[src/verilog/tcep_pkg.sv]
// Behaviour
// - Edge divider captures every 1, 2, 4, 8 edges.
// - Clearing enable clears the edge divider count.
// - Control register holds enable, polarity, comp polarity per channel.
// - Output polarity bit zero gives an active-high output; one holds the output low.
// - Polarity pair selects rising, falling or both edges.
// - Polarity writes ignored while protection is 11 or 10.
// - Enable drives output active or allows capture.
// - Counter reads current count; writes load it immediately.
// - Control register accepts half-word and word accesses.
// - Input filter needs N equal samples; zero bypasses.
// - Mode select zero is output, otherwise input.
package tcep_pkg;

  localparam int TCEP_NCH = 4;
  localparam logic [7:0] TCEP_OFS_CHCTL = 8'h20;
  localparam logic [7:0] TCEP_OFS_COUNT = 8'h24;
  localparam logic [31:0] TCEP_RESET_VAL = 32'h0000_0000;
  localparam logic [15:0] TCEP_CTL_USED_MASK = 16'hBBBB;
  localparam logic [15:0] TCEP_POL_MASK = 16'hAAAA;
  localparam int TCEP_EN_BIT = 0;
  localparam int TCEP_POL_BIT = 1;
  localparam int TCEP_NPOL_BIT = 3;
  localparam int TCEP_CH_STRIDE = 4;
  localparam logic [1:0] TCEP_MODE_OUTPUT = 2'h0;
  localparam logic [1:0] TCEP_PROTECTION_LEVEL_HI = 2'h2;
  localparam logic [1:0] TCEP_EDGE_RISE = 2'h0;
  localparam logic [1:0] TCEP_EDGE_FALL = 2'h1;
  localparam logic [1:0] TCEP_EDGE_BOTH = 2'h3;
  localparam logic [3:0] TCEP_FLT_OFF = 4'h0;
  localparam logic [3:0] TCEP_FLT_MAX = 4'h7;

  // One register-bus request as seen by the block.
  typedef struct packed {
    logic wr;
    logic rd;
    logic [7:0] addr;
    logic [3:0] be;
    logic [31:0] wdata;
  } tcep_req_t;

  // Per-channel input configuration.
  typedef struct packed {
    logic [1:0] mode;
    logic [3:0] filter;
    logic [1:0] divider;
  } tcep_chcfg_t;

endpackage : tcep_pkg

[src/verilog/tcep_channel.sv]
`timescale 1ns/1ps
module tcep_channel
  import tcep_pkg::*;
(
  input wire logic clk_sys_i,
  input wire logic rst_i,
  input wire logic in_i,
  input wire tcep_chcfg_t cfg_i,
  input wire logic enable_i,
  input wire logic polarity_i,
  input wire logic comp_polarity_i,
  input wire logic [15:0] count_i,
  output logic active_o,
  output logic capture_o,
  output logic [15:0] value_o
);

  logic [3:0] run_reg, run_next;
  logic [2:0] div_reg, div_next;
  logic [2:0] smp_reg, smp_next;
  logic filt_reg, filt_next;
  logic prev_reg, prev_next;
  logic cap_reg, cap_next;
  logic [15:0] value_reg, value_next;
  logic [3:0] need;
  logic samp_en;
  logic raw_level;
  logic edge_hit;
  logic [2:0] div_last;

  // Number of equal samples and sample rate; codes above seven fall back to bypass.
  always_comb
  begin
    need = 4'h0;
    samp_en = 1'b1;
    case (cfg_i.filter)
      4'h1: need = 4'h2;
      4'h2: need = 4'h4;
      4'h3: need = 4'h8;
      4'h4:
      begin
        need = 4'h6;
        samp_en = smp_reg[0];
      end
      4'h5:
      begin
        need = 4'h8;
        samp_en = smp_reg[0];
      end
      4'h6:
      begin
        need = 4'h6;
        samp_en = &smp_reg[1:0];
      end
      4'h7:
      begin
        need = 4'h8;
        samp_en = &smp_reg[1:0];
      end
      default: need = 4'h0;
    endcase
    case (cfg_i.divider)
      2'h0: div_last = 3'h0;
      2'h1: div_last = 3'h1;
      2'h2: div_last = 3'h3;
      default: div_last = 3'h7;
    endcase
  end

  // Filter, edge selection, edge divider and capture latch.
  always_comb
  begin
    smp_next = smp_reg + 3'h1;
    run_next = run_reg;
    filt_next = filt_reg;
    if (cfg_i.filter == TCEP_FLT_OFF || cfg_i.filter > TCEP_FLT_MAX)
    begin
      filt_next = in_i;
      run_next = 4'h0;
    end
    else if (samp_en)
    begin
      if (in_i == filt_reg)
        run_next = 4'h0;
      else if (run_reg + 4'h1 >= need)
      begin
        filt_next = in_i;
        run_next = 4'h0;
      end
      else
        run_next = run_reg + 4'h1;
    end
    raw_level = filt_reg ^ polarity_i; // Inverted when falling or both edges are chosen.
    prev_next = raw_level;
    case ({comp_polarity_i, polarity_i})
      TCEP_EDGE_RISE: edge_hit = raw_level & ~prev_reg;
      TCEP_EDGE_FALL: edge_hit = raw_level & ~prev_reg;
      TCEP_EDGE_BOTH: edge_hit = filt_reg ^ (prev_reg ^ polarity_i);
      default: edge_hit = 1'b0; // Reserved code never captures.
    endcase
    div_next = div_reg;
    cap_next = 1'b0;
    value_next = value_reg;
    if (!enable_i)
      div_next = 3'h0;
    else if (cfg_i.mode != TCEP_MODE_OUTPUT && edge_hit)
    begin
      if (div_reg >= div_last)
      begin
        div_next = 3'h0;
        cap_next = 1'b1;
        value_next = count_i;
      end
      else
        div_next = div_reg + 3'h1;
    end
  end

  always_ff @(posedge clk_sys_i)
  begin
    if (rst_i)
    begin
      run_reg <= 4'h0;
      div_reg <= 3'h0;
      smp_reg <= 3'h0;
      filt_reg <= 1'b0;
      prev_reg <= 1'b0;
      cap_reg <= 1'b0;
      value_reg <= 16'h0000;
    end
    else
    begin
      run_reg <= run_next;
      div_reg <= div_next;
      smp_reg <= smp_next;
      filt_reg <= filt_next;
      prev_reg <= prev_next;
      cap_reg <= cap_next;
      value_reg <= value_next;
    end
  end

  // Output stage: an enabled output-mode channel drives one; polarity one holds it at zero.
  assign active_o = (cfg_i.mode == TCEP_MODE_OUTPUT) & enable_i & ~polarity_i;
  assign capture_o = cap_reg;
  assign value_o = value_reg;

endmodule : tcep_channel

[src/verilog/tcep_timer_channels.sv]
`timescale 1ns/1ps
module tcep_timer_channels
  import tcep_pkg::*;
(
  input wire logic clk_sys_i,
  input wire logic rst_i,
  input wire tcep_req_t req_i,
  output logic [31:0] rdata_o,
  output logic rvalid_o,
  input wire logic [1:0] protection_level_i,
  input wire logic count_en_i,
  input wire logic [TCEP_NCH-1:0] filtered_edge_input_i,
  input wire tcep_chcfg_t [TCEP_NCH-1:0] chan_cfg_i,
  output logic [TCEP_NCH-1:0] chan_out_o,
  output logic [TCEP_NCH-1:0] capture_o,
  output logic [TCEP_NCH*16-1:0] capture_value_o
);

  logic [15:0] ctl_reg, ctl_next;
  logic [15:0] cnt_reg, cnt_next;
  logic [31:0] rdata_reg, rdata_next;
  logic rvalid_reg, rvalid_next;
  logic [15:0] wmask;
  logic [15:0] wr_ctl;
  logic [TCEP_NCH-1:0] active;

  // Register writes; upper half of the control word is reserved and stays zero.
  always_comb
  begin
    ctl_next = ctl_reg;
    cnt_next = count_en_i ? cnt_reg + 16'h0001 : cnt_reg;
    wmask = {{8{req_i.be[1]}}, {8{req_i.be[0]}}} & TCEP_CTL_USED_MASK;
    if (protection_level_i >= TCEP_PROTECTION_LEVEL_HI)
      wmask = wmask & ~TCEP_POL_MASK;
    wr_ctl = (ctl_reg & ~wmask) | (req_i.wdata[15:0] & wmask);
    if (req_i.wr && req_i.addr == TCEP_OFS_CHCTL)
      ctl_next = wr_ctl;
    if (req_i.wr && req_i.addr == TCEP_OFS_COUNT)
      cnt_next = req_i.wdata[15:0]; // Write takes precedence over counting.
    rvalid_next = req_i.rd;
    rdata_next = TCEP_RESET_VAL;
    if (req_i.rd)
    begin
      case (req_i.addr)
        TCEP_OFS_CHCTL: rdata_next = {16'h0000, ctl_reg};
        TCEP_OFS_COUNT: rdata_next = {16'h0000, cnt_reg};
        default: rdata_next = TCEP_RESET_VAL;
      endcase
    end
  end

  always_ff @(posedge clk_sys_i)
  begin
    if (rst_i)
    begin
      ctl_reg <= TCEP_RESET_VAL[15:0];
      cnt_reg <= TCEP_RESET_VAL[15:0];
      rdata_reg <= TCEP_RESET_VAL;
      rvalid_reg <= 1'b0;
    end
    else
    begin
      ctl_reg <= ctl_next;
      cnt_reg <= cnt_next;
      rdata_reg <= rdata_next;
      rvalid_reg <= rvalid_next;
    end
  end

  // One channel instance per capture/compare channel.
  for (genvar n = 0; n < TCEP_NCH; n++)
  begin : g_ch
    tcep_channel u_ch (
      .clk_sys_i(clk_sys_i),
      .rst_i(rst_i),
      .in_i(filtered_edge_input_i[n]),
      .cfg_i(chan_cfg_i[n]),
      .enable_i(ctl_reg[n*TCEP_CH_STRIDE+TCEP_EN_BIT]),
      .polarity_i(ctl_reg[n*TCEP_CH_STRIDE+TCEP_POL_BIT]),
      .comp_polarity_i(ctl_reg[n*TCEP_CH_STRIDE+TCEP_NPOL_BIT]),
      .count_i(cnt_reg),
      .active_o(active[n]),
      .capture_o(capture_o[n]),
      .value_o(capture_value_o[n*16 +: 16])
    );
  end

  assign chan_out_o = active;
  assign rdata_o = rdata_reg;
  assign rvalid_o = rvalid_reg;

endmodule : tcep_timer_channels

[config.mk]
export PLATFORM = sky130hd
export DESIGN_NAME = tcep_timer_channels
export DESIGN_NICKNAME = d
export VERILOG_FILES = /design/src/verilog/tcep_pkg.sv /design/src/verilog/tcep_channel.sv /design/src/verilog/tcep_timer_channels.sv
export SDC_FILE = /design/constraint.sdc
export NUM_CORES = 1
export LEC_CHECK = 0
export ABC_AREA = 1
export ABC_CLOCK_PERIOD_IN_PS = 1570
export BUFFER_PORTS_ARGS = -buffer_cell sky130_fd_sc_hd__buf_4
export CAP_MARGIN = 20
export CORE_MARGIN = 2
export CORE_UTILIZATION = 50
export CTS_BUF_LIST = sky130_fd_sc_hd__clkbuf_8 sky130_fd_sc_hd__clkbuf_16
export CTS_CLUSTER_SIZE = 28
export DETAILED_ROUTE_END_ITERATION = 8
export PLACE_DENSITY = 0.78
export SYNTH_ARGS = -nofsm -noshare
export SYNTH_HDL_FRONTEND = slang
export SYNTH_HIERARCHICAL = 1
export SYNTH_SLANG_ARGS = --single-unit
[constraint.sdc]
create_clock -name clk_sys_i -period 1.57 [get_ports clk_sys_i]
set_input_delay 0.314 -clock clk_sys_i [delete_from_list [all_inputs] [get_ports clk_sys_i]]
set_output_delay 0.314 -clock clk_sys_i [all_outputs]
set_load 0.03 [all_outputs]
==> metrics.log, run 1 <==
INFO  metric fin_nets = 1591
INFO  metric critical_path.most_common_cell = nand2_1
INFO  metric grt.overflow.total = 0
INFO  metric yosysUniqueCellTypes = 37
INFO  metric grt_first_pass_wirelength = 39.6 mm
INFO  metric worst_slew_pin_slew = 0.828 ns
INFO  metric die_x = 135 um
INFO  metric largest_reg_flops = 64
INFO  metric cts.sink_count = 157
INFO  metric via_total_after_detailed_routing = 8816
INFO  metric rows = 47
INFO  metric final_hold_viol_count = 0
INFO  metric worstHoldPathType = in -> reg
INFO  metric ir_drop = 814 uV
INFO  metric timing.critical_path.max_delay_family = simple AND/OR/NAND/NOR gates
INFO  metric cts-buffers-inserted = 17
INFO  metric critical_path.endpoint_type = flop
INFO  metric worst_hold_slack = 0.173 ns
INFO  metric p_int = 7.44 mW
INFO  metric yosys_warnings = 6
INFO  metric timing.critical_path.required = 1.90 ns
INFO  metric antenna_violations_before_repair = 0
INFO  metric commonest_cells_after_routing_fill_and_taps_aside = 250 x buf_4, 235 x nand2_1, 203 x nor2_1
INFO  metric timing.critical_path.slowest_stage_cell = dfxtp_4
INFO  metric post_route_cells_drive_above_1_share = 32.7%
INFO  metric setup_violations = 20
INFO  metric synth_top_flop_cell = dfxtp_1
INFO  metric sequential_area_share_after_synthesis = 36.8%
INFO  metric antenna_cells_inserted = 0
INFO  metric cts-root-buf = clkbuf_16
INFO  metric max_freq = 594 MHz
INFO  metric hpwl = 17.7 mm
INFO  metric synthArstFlopShare = 0%
INFO  metric route.detailed.wl_per_inst = 15.1 um
INFO  metric synth_edf_count = 0
INFO  metric power.density_cell_area = 828 mW/mm2
INFO  metric worst_skew_pair.late_latency = 0.43 ns
INFO  metric finalMaxSlewViolations = 0
INFO  metric max-clock-path-buffers = 2
INFO  metric startpoint_type = flop
INFO  metric critical_path.max_stage_delay = 0.36 ns
INFO  metric switchingPower = 2.47 mW
INFO  metric number_of_remaining_drc_errors = 0
INFO  metric vias_in_the_first_global_route = 8282
INFO  metric rd_place_congestion = 0.917
INFO  metric fin_skew = 0.00778 ns
INFO  metric rsz0062_at_grt = yes
INFO  metric placeableCoreArea = 0.0166 mm2
INFO  metric drtPass1Iterations = 5
INFO  metric grt_use_total = 27.4%
INFO  metric cp_data_arrival_time = 2.01 ns
INFO  metric post_synth_inst_count = 1221
INFO  metric critical_path.cell_chain = ha_4 > inv_2 > ha_1 > nand2_1 > nand2_1 > nand2_2 > nand2_1 > nand2_1 > nand2_2 > nand3b_1 > nand2_1 > nor2_1
INFO  metric power_switching_share = 24.9%
INFO  metric initialDrtViolationCount = 646
INFO  metric cts_tree = yes
INFO  metric n_fill_cell = 1283
INFO  metric die_y = 135 um
INFO  metric boundaryPins = 192
INFO  metric setup_total_negative_slack = -0.744 ns
INFO  metric period_needed = 1.68 ns
INFO  metric mostFrequentLayoutCell = buf_4
INFO  metric comb_power_share = 13.5%
INFO  metric outcome = complete, but fails checks
INFO  metric slew_headroom = 44.5%
INFO  metric worst-path-max-fanout = 3
INFO  metric finalWorstSetupSlack = -0.115 ns
INFO  metric pwr-share-seq = 41.3%
INFO  metric power.share.clock = 45.2%
INFO  metric syn_avg_cell_area = 6.99 um2
INFO  metric number_of_buffers_added_on_ports = 156
INFO  metric cts-htree-levels = 4
INFO  metric area_growth = 40.3%
INFO  metric maxCapViolations = 0
INFO  metric ant_nets = 0
INFO  metric postRouteWirelength = 25.6 mm
INFO  metric failed_checks = setup timing
INFO  metric critical_path.n_buffers_inverters = 1
INFO  metric clk_transition_reported_paths = 0.06 ns
INFO  metric maximum_number_of_pins_on_one_net_before_global_route_repair = 21
INFO  metric path_class = reg -> reg
INFO  metric post_synth_instance_area = 0.00853 mm2
INFO  metric drt-vias-per-instance = 5.19
INFO  metric start_util = 51.3%
INFO  metric finalCritPeriodShare = 107%
INFO  metric synth_register_bits = 157
INFO  metric leakage = 5.14 nW
INFO  metric post_cts_hold_buffer_count = 0
INFO  metric design.die.area = 0.0181 mm2
## metal layers
metal	track usage, %	wire length (um)
met4	10.4	705
met2	45.5	12400
met3	7.02	1830
met5	0	0
met1	34.1	10700
## logic make-up (layout without fill, tap and decap cells)
kind of cell	after synthesis	in the layout	share of synthesized area, %
flip-flops	157	157	36.8
other	1	16	0.0440
adder cells (fa/ha/maj)	37	37	5.43
AND/OR/NAND/NOR	652	652	35.9
XOR/XNOR	22	22	2.26
buffers and inverters	229	472	12.1
AO/OA/AOI/OAI	123	123	7.47
## cell type report
class	count	area, um2	share of cell area, %
well taps	220	275	2.30
clock inverters	13	198	1.65
flip-flops and latches	157	3210	26.8
inverters	176	664	5.55
multi-input cells	850	5020	41.9
clock buffers	18	439	3.67
repair buffers	265	2170	18.1
## repair_timing
action                                  CTS  global route
pin swaps                                26            46
gates cloned                              0             2
endpoints found under the hold margin     0             0
setup buffers                             4             8
endpoints found under the setup margin   45            96
gates resized for setup                  65            76
## Yosys cell counts, types with 8 or more instances
master / instances / area, um2
nand3_2: 14 / 140
nand4_1: 77 / 482
nand2_1: 254 / 953
dfxtp_1: 157 / 3140
clkbuf_1: 11 / 41.3
inv_2: 15 / 56.3
o21ai_0: 33 / 165
buf_6: 10 / 113
nor3_1: 10 / 50.1
xor2_1: 15 / 131
a21oi_1: 79 / 395
nor2_4: 11 / 124
nor2_1: 207 / 777
nand3b_1: 8 / 60.1
inv_1: 154 / 578
nand3_1: 35 / 175
buf_4: 23 / 173
ha_1: 37 / 463
## tightest hold or removal path, delay by kind of cell
family	cells	cell delay, ns
buf+inv	1	0.12
simple gates	1	0.07
compound gates	1	0.05
## path summary, 6_finish.rpt
kind / startpoint / to / slack [ns] / cells after the start
hold / removal: req_i[13] / flop / 0.17 / 3
setup / recovery: g_ch[2].u_ch/run_reg[1]$_SDFFE_PP0N_ / g_ch[2].u_ch/filt_reg$_SDFFE_PP0P_ / -0.11 / 12
hold reg to reg: g_ch[3].u_ch/smp_reg[0]$_SDFF_PP0_ / g_ch[3].u_ch/smp_reg[0]$_SDFF_PP0_ / 0.45 / 1
setup reg to reg: g_ch[2].u_ch/run_reg[1]$_SDFFE_PP0N_ / g_ch[2].u_ch/filt_reg$_SDFFE_PP0P_ / -0.11 / 12
## metrics by stage
| step | setup WS, ns | std cells | util [%] | power (mW) | area, um2 |
|---|---|---|---|---|---|
| global placement | -0.0813 | 1654 | 63.7 | 5.28 | 10600 |
| CTS | -0.0581 | 1689 | 69.4 | 9.81 | 11600 |
| floorplan | 0.0129 | 1236 | - | 4.88 | 8680 |
| detailed placement | -0.159 | 1654 | 63.7 | 5.31 | 10600 |
| finish | -0.115 | 1699 | 71.9 | 9.91 | 12000 |
| global route | -0.218 | 1699 | 71.9 | 10.2 | 12000 |
## power groups by stage
stage	sequential [mW]	clock (mW)	combinational, mW
floorplan	4.18	0	0.700
global placement	4.17	0	1.11
detailed placement	4.18	0	1.13
CTS	4.09	4.52	1.20
global route	4.10	4.68	1.46
finish	4.09	4.48	1.33
No activity file was read; power rests on OpenSTA's default activity.
==> run 2, diff against run 1 <==
--- a/config.mk
+++ b/config.mk
@@ -9,6 +9,7 @@
 export ABC_CLOCK_PERIOD_IN_PS = 1570
 export BUFFER_PORTS_ARGS = -buffer_cell sky130_fd_sc_hd__buf_4
 export CAP_MARGIN = 20
+export CORE_ASPECT_RATIO = 0.7
 export CORE_MARGIN = 2
 export CORE_UTILIZATION = 50
 export CTS_BUF_LIST = sky130_fd_sc_hd__clkbuf_8 sky130_fd_sc_hd__clkbuf_16
==> metrics.log, run 2 (synthesis results as in run 1) <==
INFO  metric cts-htree-levels = 4 (unchanged)
INFO  metric ff_latch_area = 0.00321 mm2 (about the same)
INFO  metric power.share.clock = 44.3% (was 45.2%)
INFO  metric ir_drop = 543 uV (was 814 uV)
INFO  metric finalMaxSlewViolations = 0 (unchanged)
INFO  metric p_total = 9.63 mW (was 9.91 mW)
INFO  metric cts-root-buf = clkbuf_16 (unchanged)
INFO  metric hold_path.startpoint = req_i[4] (was req_i[13])
INFO  metric comb_power_share = 13.3% (was 13.5%)
INFO  metric hold_path_depth = 3 (unchanged)
INFO  metric r2r-end = g_ch[2].u_ch/run_reg[3]$_SDFFE_PP0N_ (was g_ch[2].u_ch/filt_reg$_SDFFE_PP0P_)
INFO  metric outcome = complete, but fails checks (unchanged)
INFO  metric max-clock-path-buffers = 2 (unchanged)
INFO  metric leakage = 5.03 nW (was 5.14 nW)
INFO  metric failed_checks = setup timing (unchanged)
INFO  metric reg2reg_from = g_ch[2].u_ch/run_reg[1]$_SDFFE_PP0N_ (unchanged)
INFO  metric boundaryPins = 192 (unchanged)
INFO  metric period_needed = 1.67 ns (was 1.68 ns)
INFO  metric power_switching_share = 26.2% (was 24.9%)
INFO  metric area_growth = 38.1% (was 40.3%)
INFO  metric critical_path.endpoint_type = flop (unchanged)
INFO  metric r2r_setup_slack = -0.1 ns (was -0.11 ns)
INFO  metric die_x = 160 um (was 135 um)
INFO  metric switchingPower = 2.53 mW (was 2.47 mW)
INFO  metric drtPass1Iterations = 5 (unchanged)
INFO  metric die_y = 113 um (was 135 um)
INFO  metric final_hold_viol_count = 0 (unchanged)
INFO  metric maximum_number_of_pins_on_one_net_before_global_route_repair = 21 (unchanged)
INFO  metric vias_in_the_first_global_route = 7899 (was 8282)
INFO  metric mostFrequentLayoutCell = buf_4 (unchanged)
INFO  metric route.detailed.wl_per_inst = 14.9 um (was 15.1 um)
INFO  metric cts.sink_count = 157 (unchanged)
INFO  metric r2r_cells = 9 (was 12)
INFO  metric initialDrtViolationCount = 685 (was 646)
INFO  metric rd_place_congestion = 0.913 (was 0.917)
INFO  metric fin_skew = 0.0111 ns (was 0.00778 ns)
INFO  metric cell_area_placed = 0.0105 mm2 (was 0.0106 mm2)
INFO  metric hpwl = 17.8 mm (was 17.7 mm)
INFO  metric finalCritPeriodShare = 106% (was 107%)
INFO  metric finalWorstSetupSlack = -0.0997 ns (was -0.115 ns)
INFO  metric slew_headroom = 47.5% (was 44.5%)
INFO  metric via_total_after_detailed_routing = 8683 (was 8816)
INFO  metric setup_violations = 17 (was 20)
INFO  metric p_int = 7.11 mW (was 7.44 mW)
INFO  metric fin_nets = 1578 (was 1591)
INFO  metric grt_use_total = 26.9% (was 27.4%)
INFO  metric startpoint_type = flop (unchanged)
INFO  metric post_cts_hold_buffer_count = 0 (unchanged)
INFO  metric grt_first_pass_wirelength = 38.8 mm (was 39.6 mm)
INFO  metric number_of_buffers_added_on_ports = 156 (unchanged)
INFO  metric cts-buffers-inserted = 17 (unchanged)
INFO  metric rsz0062_at_grt = yes (unchanged)
INFO  metric post_route_cells_drive_above_1_share = 31.1% (was 32.7%)
INFO  metric grt.overflow.total = 0 (unchanged)
INFO  metric start_util = 51.7% (was 51.3%)
INFO  metric maxCapViolations = 0 (unchanged)
INFO  metric fin_area = 0.0118 mm2 (was 0.0120 mm2)
INFO  metric clk_transition_reported_paths = 0.07 ns (was 0.06 ns)
INFO  metric worst_skew_pair.late_latency = 0.43 ns (about the same)
INFO  metric multiInputGateArea = 0.00496 mm2 (was 0.00502 mm2)
INFO  metric ant_nets = 0 (unchanged)
INFO  metric worst_slew_pin_slew = 0.782 ns (was 0.828 ns)
INFO  metric antenna_cells_inserted = 0 (unchanged)
INFO  metric cts_tree = yes (unchanged)
INFO  metric timing.critical_path.required = 1.93 ns (was 1.90 ns)
INFO  metric worst-path-max-fanout = 4 (was 3)
INFO  metric placeableCoreArea = 0.0165 mm2 (was 0.0166 mm2)
INFO  metric detailedPlace.worstSlack = -0.141 ns (was -0.159 ns)
INFO  metric antenna_violations_before_repair = 0 (unchanged)
INFO  metric number_of_remaining_drc_errors = 0 (unchanged)
INFO  metric design.die.area = 0.0181 mm2 (about the same)
INFO  metric final_util = 71.4% (was 71.9%)
INFO  metric worstHoldPathType = in -> reg (unchanged)
INFO  metric path_class = reg -> reg (unchanged)
INFO  metric max_freq = 599 MHz (was 594 MHz)
INFO  metric cp_data_arrival_time = 2.03 ns (was 2.01 ns)
INFO  metric n_fill_cell = 1317 (was 1283)
INFO  metric power.density_cell_area = 818 mW/mm2 (was 828 mW/mm2)
INFO  metric postRouteWirelength = 25.2 mm (was 25.6 mm)
INFO  metric pwr-share-seq = 42.4% (was 41.3%)
INFO  metric commonest_cells_after_routing_fill_and_taps_aside = 239 x buf_4, 238 x nand2_1, 206 x nor2_1 (was 250 x buf_4, 235 x nand2_1, 203 x nor2_1)
INFO  metric drt-vias-per-instance = 5.13 (was 5.19)
INFO  metric rows = 39 (was 47)
INFO  metric largest_reg_flops = 64 (unchanged)
==> run 2: changes by cell type in the layout (fill, tap and decap cells not counted), moves of 3 or more <==
cell / before / now
nand2_1: 235 / 238
clkinvlp_4: 2 / 6
inv_2: 20 / 16
dfxtp_1: 131 / 134
nand2_2: 26 / 23
clkinv_2: 5 / 2
nor2_1: 203 / 206
dfxtp_4: 12 / 16
dfxtp_2: 14 / 7
inv_1: 149 / 153
buf_4: 250 / 239
==> run 2: worst max path at each step <==
| stage | slack (ns) | to | startpoint |
|---|---|---|---|
| after floorplan | 0.01 | g_ch[0].u_ch/value_o[1]$_SDFFE_PP0P_ | chan_cfg_i[1] |
| after global placement | -0.11 | g_ch[0].u_ch/run_reg[2]$_SDFFE_PP0N_ | g_ch[0].u_ch/run_reg[0]$_SDFFE_PP0N_ |
| after detailed placement | -0.14 | g_ch[3].u_ch/run_reg[1]$_SDFFE_PP0N_ | g_ch[3].u_ch/run_reg[0]$_SDFFE_PP0N_ |
| after CTS | -0.04 | g_ch[0].u_ch/filt_reg$_SDFFE_PP0P_ | g_ch[0].u_ch/run_reg[0]$_SDFFE_PP0N_ |
| after global routing | -0.17 | g_ch[2].u_ch/run_reg[3]$_SDFFE_PP0N_ | g_ch[2].u_ch/run_reg[1]$_SDFFE_PP0N_ |
| final | -0.1 | g_ch[2].u_ch/run_reg[3]$_SDFFE_PP0N_ | g_ch[2].u_ch/run_reg[1]$_SDFFE_PP0N_ |
==> run 2: layer usage <==
metal | part of all wire [%] | track usage, % | wire length, um
met5 | 0 | 0 | 0
met1 | 45 | 36.1 | 11300
met2 | 45 | 43.2 | 11400
met3 | 8.5 | 7.81 | 2130
met4 | 1.2 | 6.19 | 295
==> run 2: timing repair <==
item                       in CTS  in global routing
resized for setup              62                 62
setup endpoints to repair      24                 94
pin swaps                      34                 34
buffers inserted                4                  7
==> run 2: worst max-delay path, cell delays in order, from the launching register on <==
cell     delay, ns
dfxtp_4       0.38
ha_4          0.15
xor2_2        0.20
ha_1          0.27
nand2_1       0.09
inv_2         0.04
nand2_2       0.06
and3_4        0.22
nand2_2       0.07
a21oi_2       0.14
==> run 2: power groups by stage <==
| stage | sequential [mW] | combinational (mW) | clock, mW |
|---|---|---|---|
| floorplan | 4.18 | 0.700 | 0 |
| global placement | 4.18 | 1.09 | 0 |
| detailed placement | 4.18 | 1.12 | 0 |
| CTS | 4.09 | 1.18 | 4.31 |
| global route | 4.09 | 1.40 | 4.50 |
| finish | 4.08 | 1.28 | 4.27 |
==> run 2: through the flow <==
stage	cells	TNS (ns)	hold slack (ns)
floorplan	1236	0	0.381
global placement	1649	-4.79	0.428
detailed placement	1649	-7.33	0.440
CTS	1685	-0.209	0.165
global route	1692	-1.96	0.186
finish	1692	-0.703	0.175
==> run 2: cell type report <==
class / instances / area share (%)
well taps: 225 / 2.39
multi-input cells: 850 / 42.1
clock buffers: 18 / 3.73
repair buffers: 252 / 17.4
inverters: 176 / 5.64
flip-flops and latches: 157 / 27.3
clock inverters: 14 / 1.44
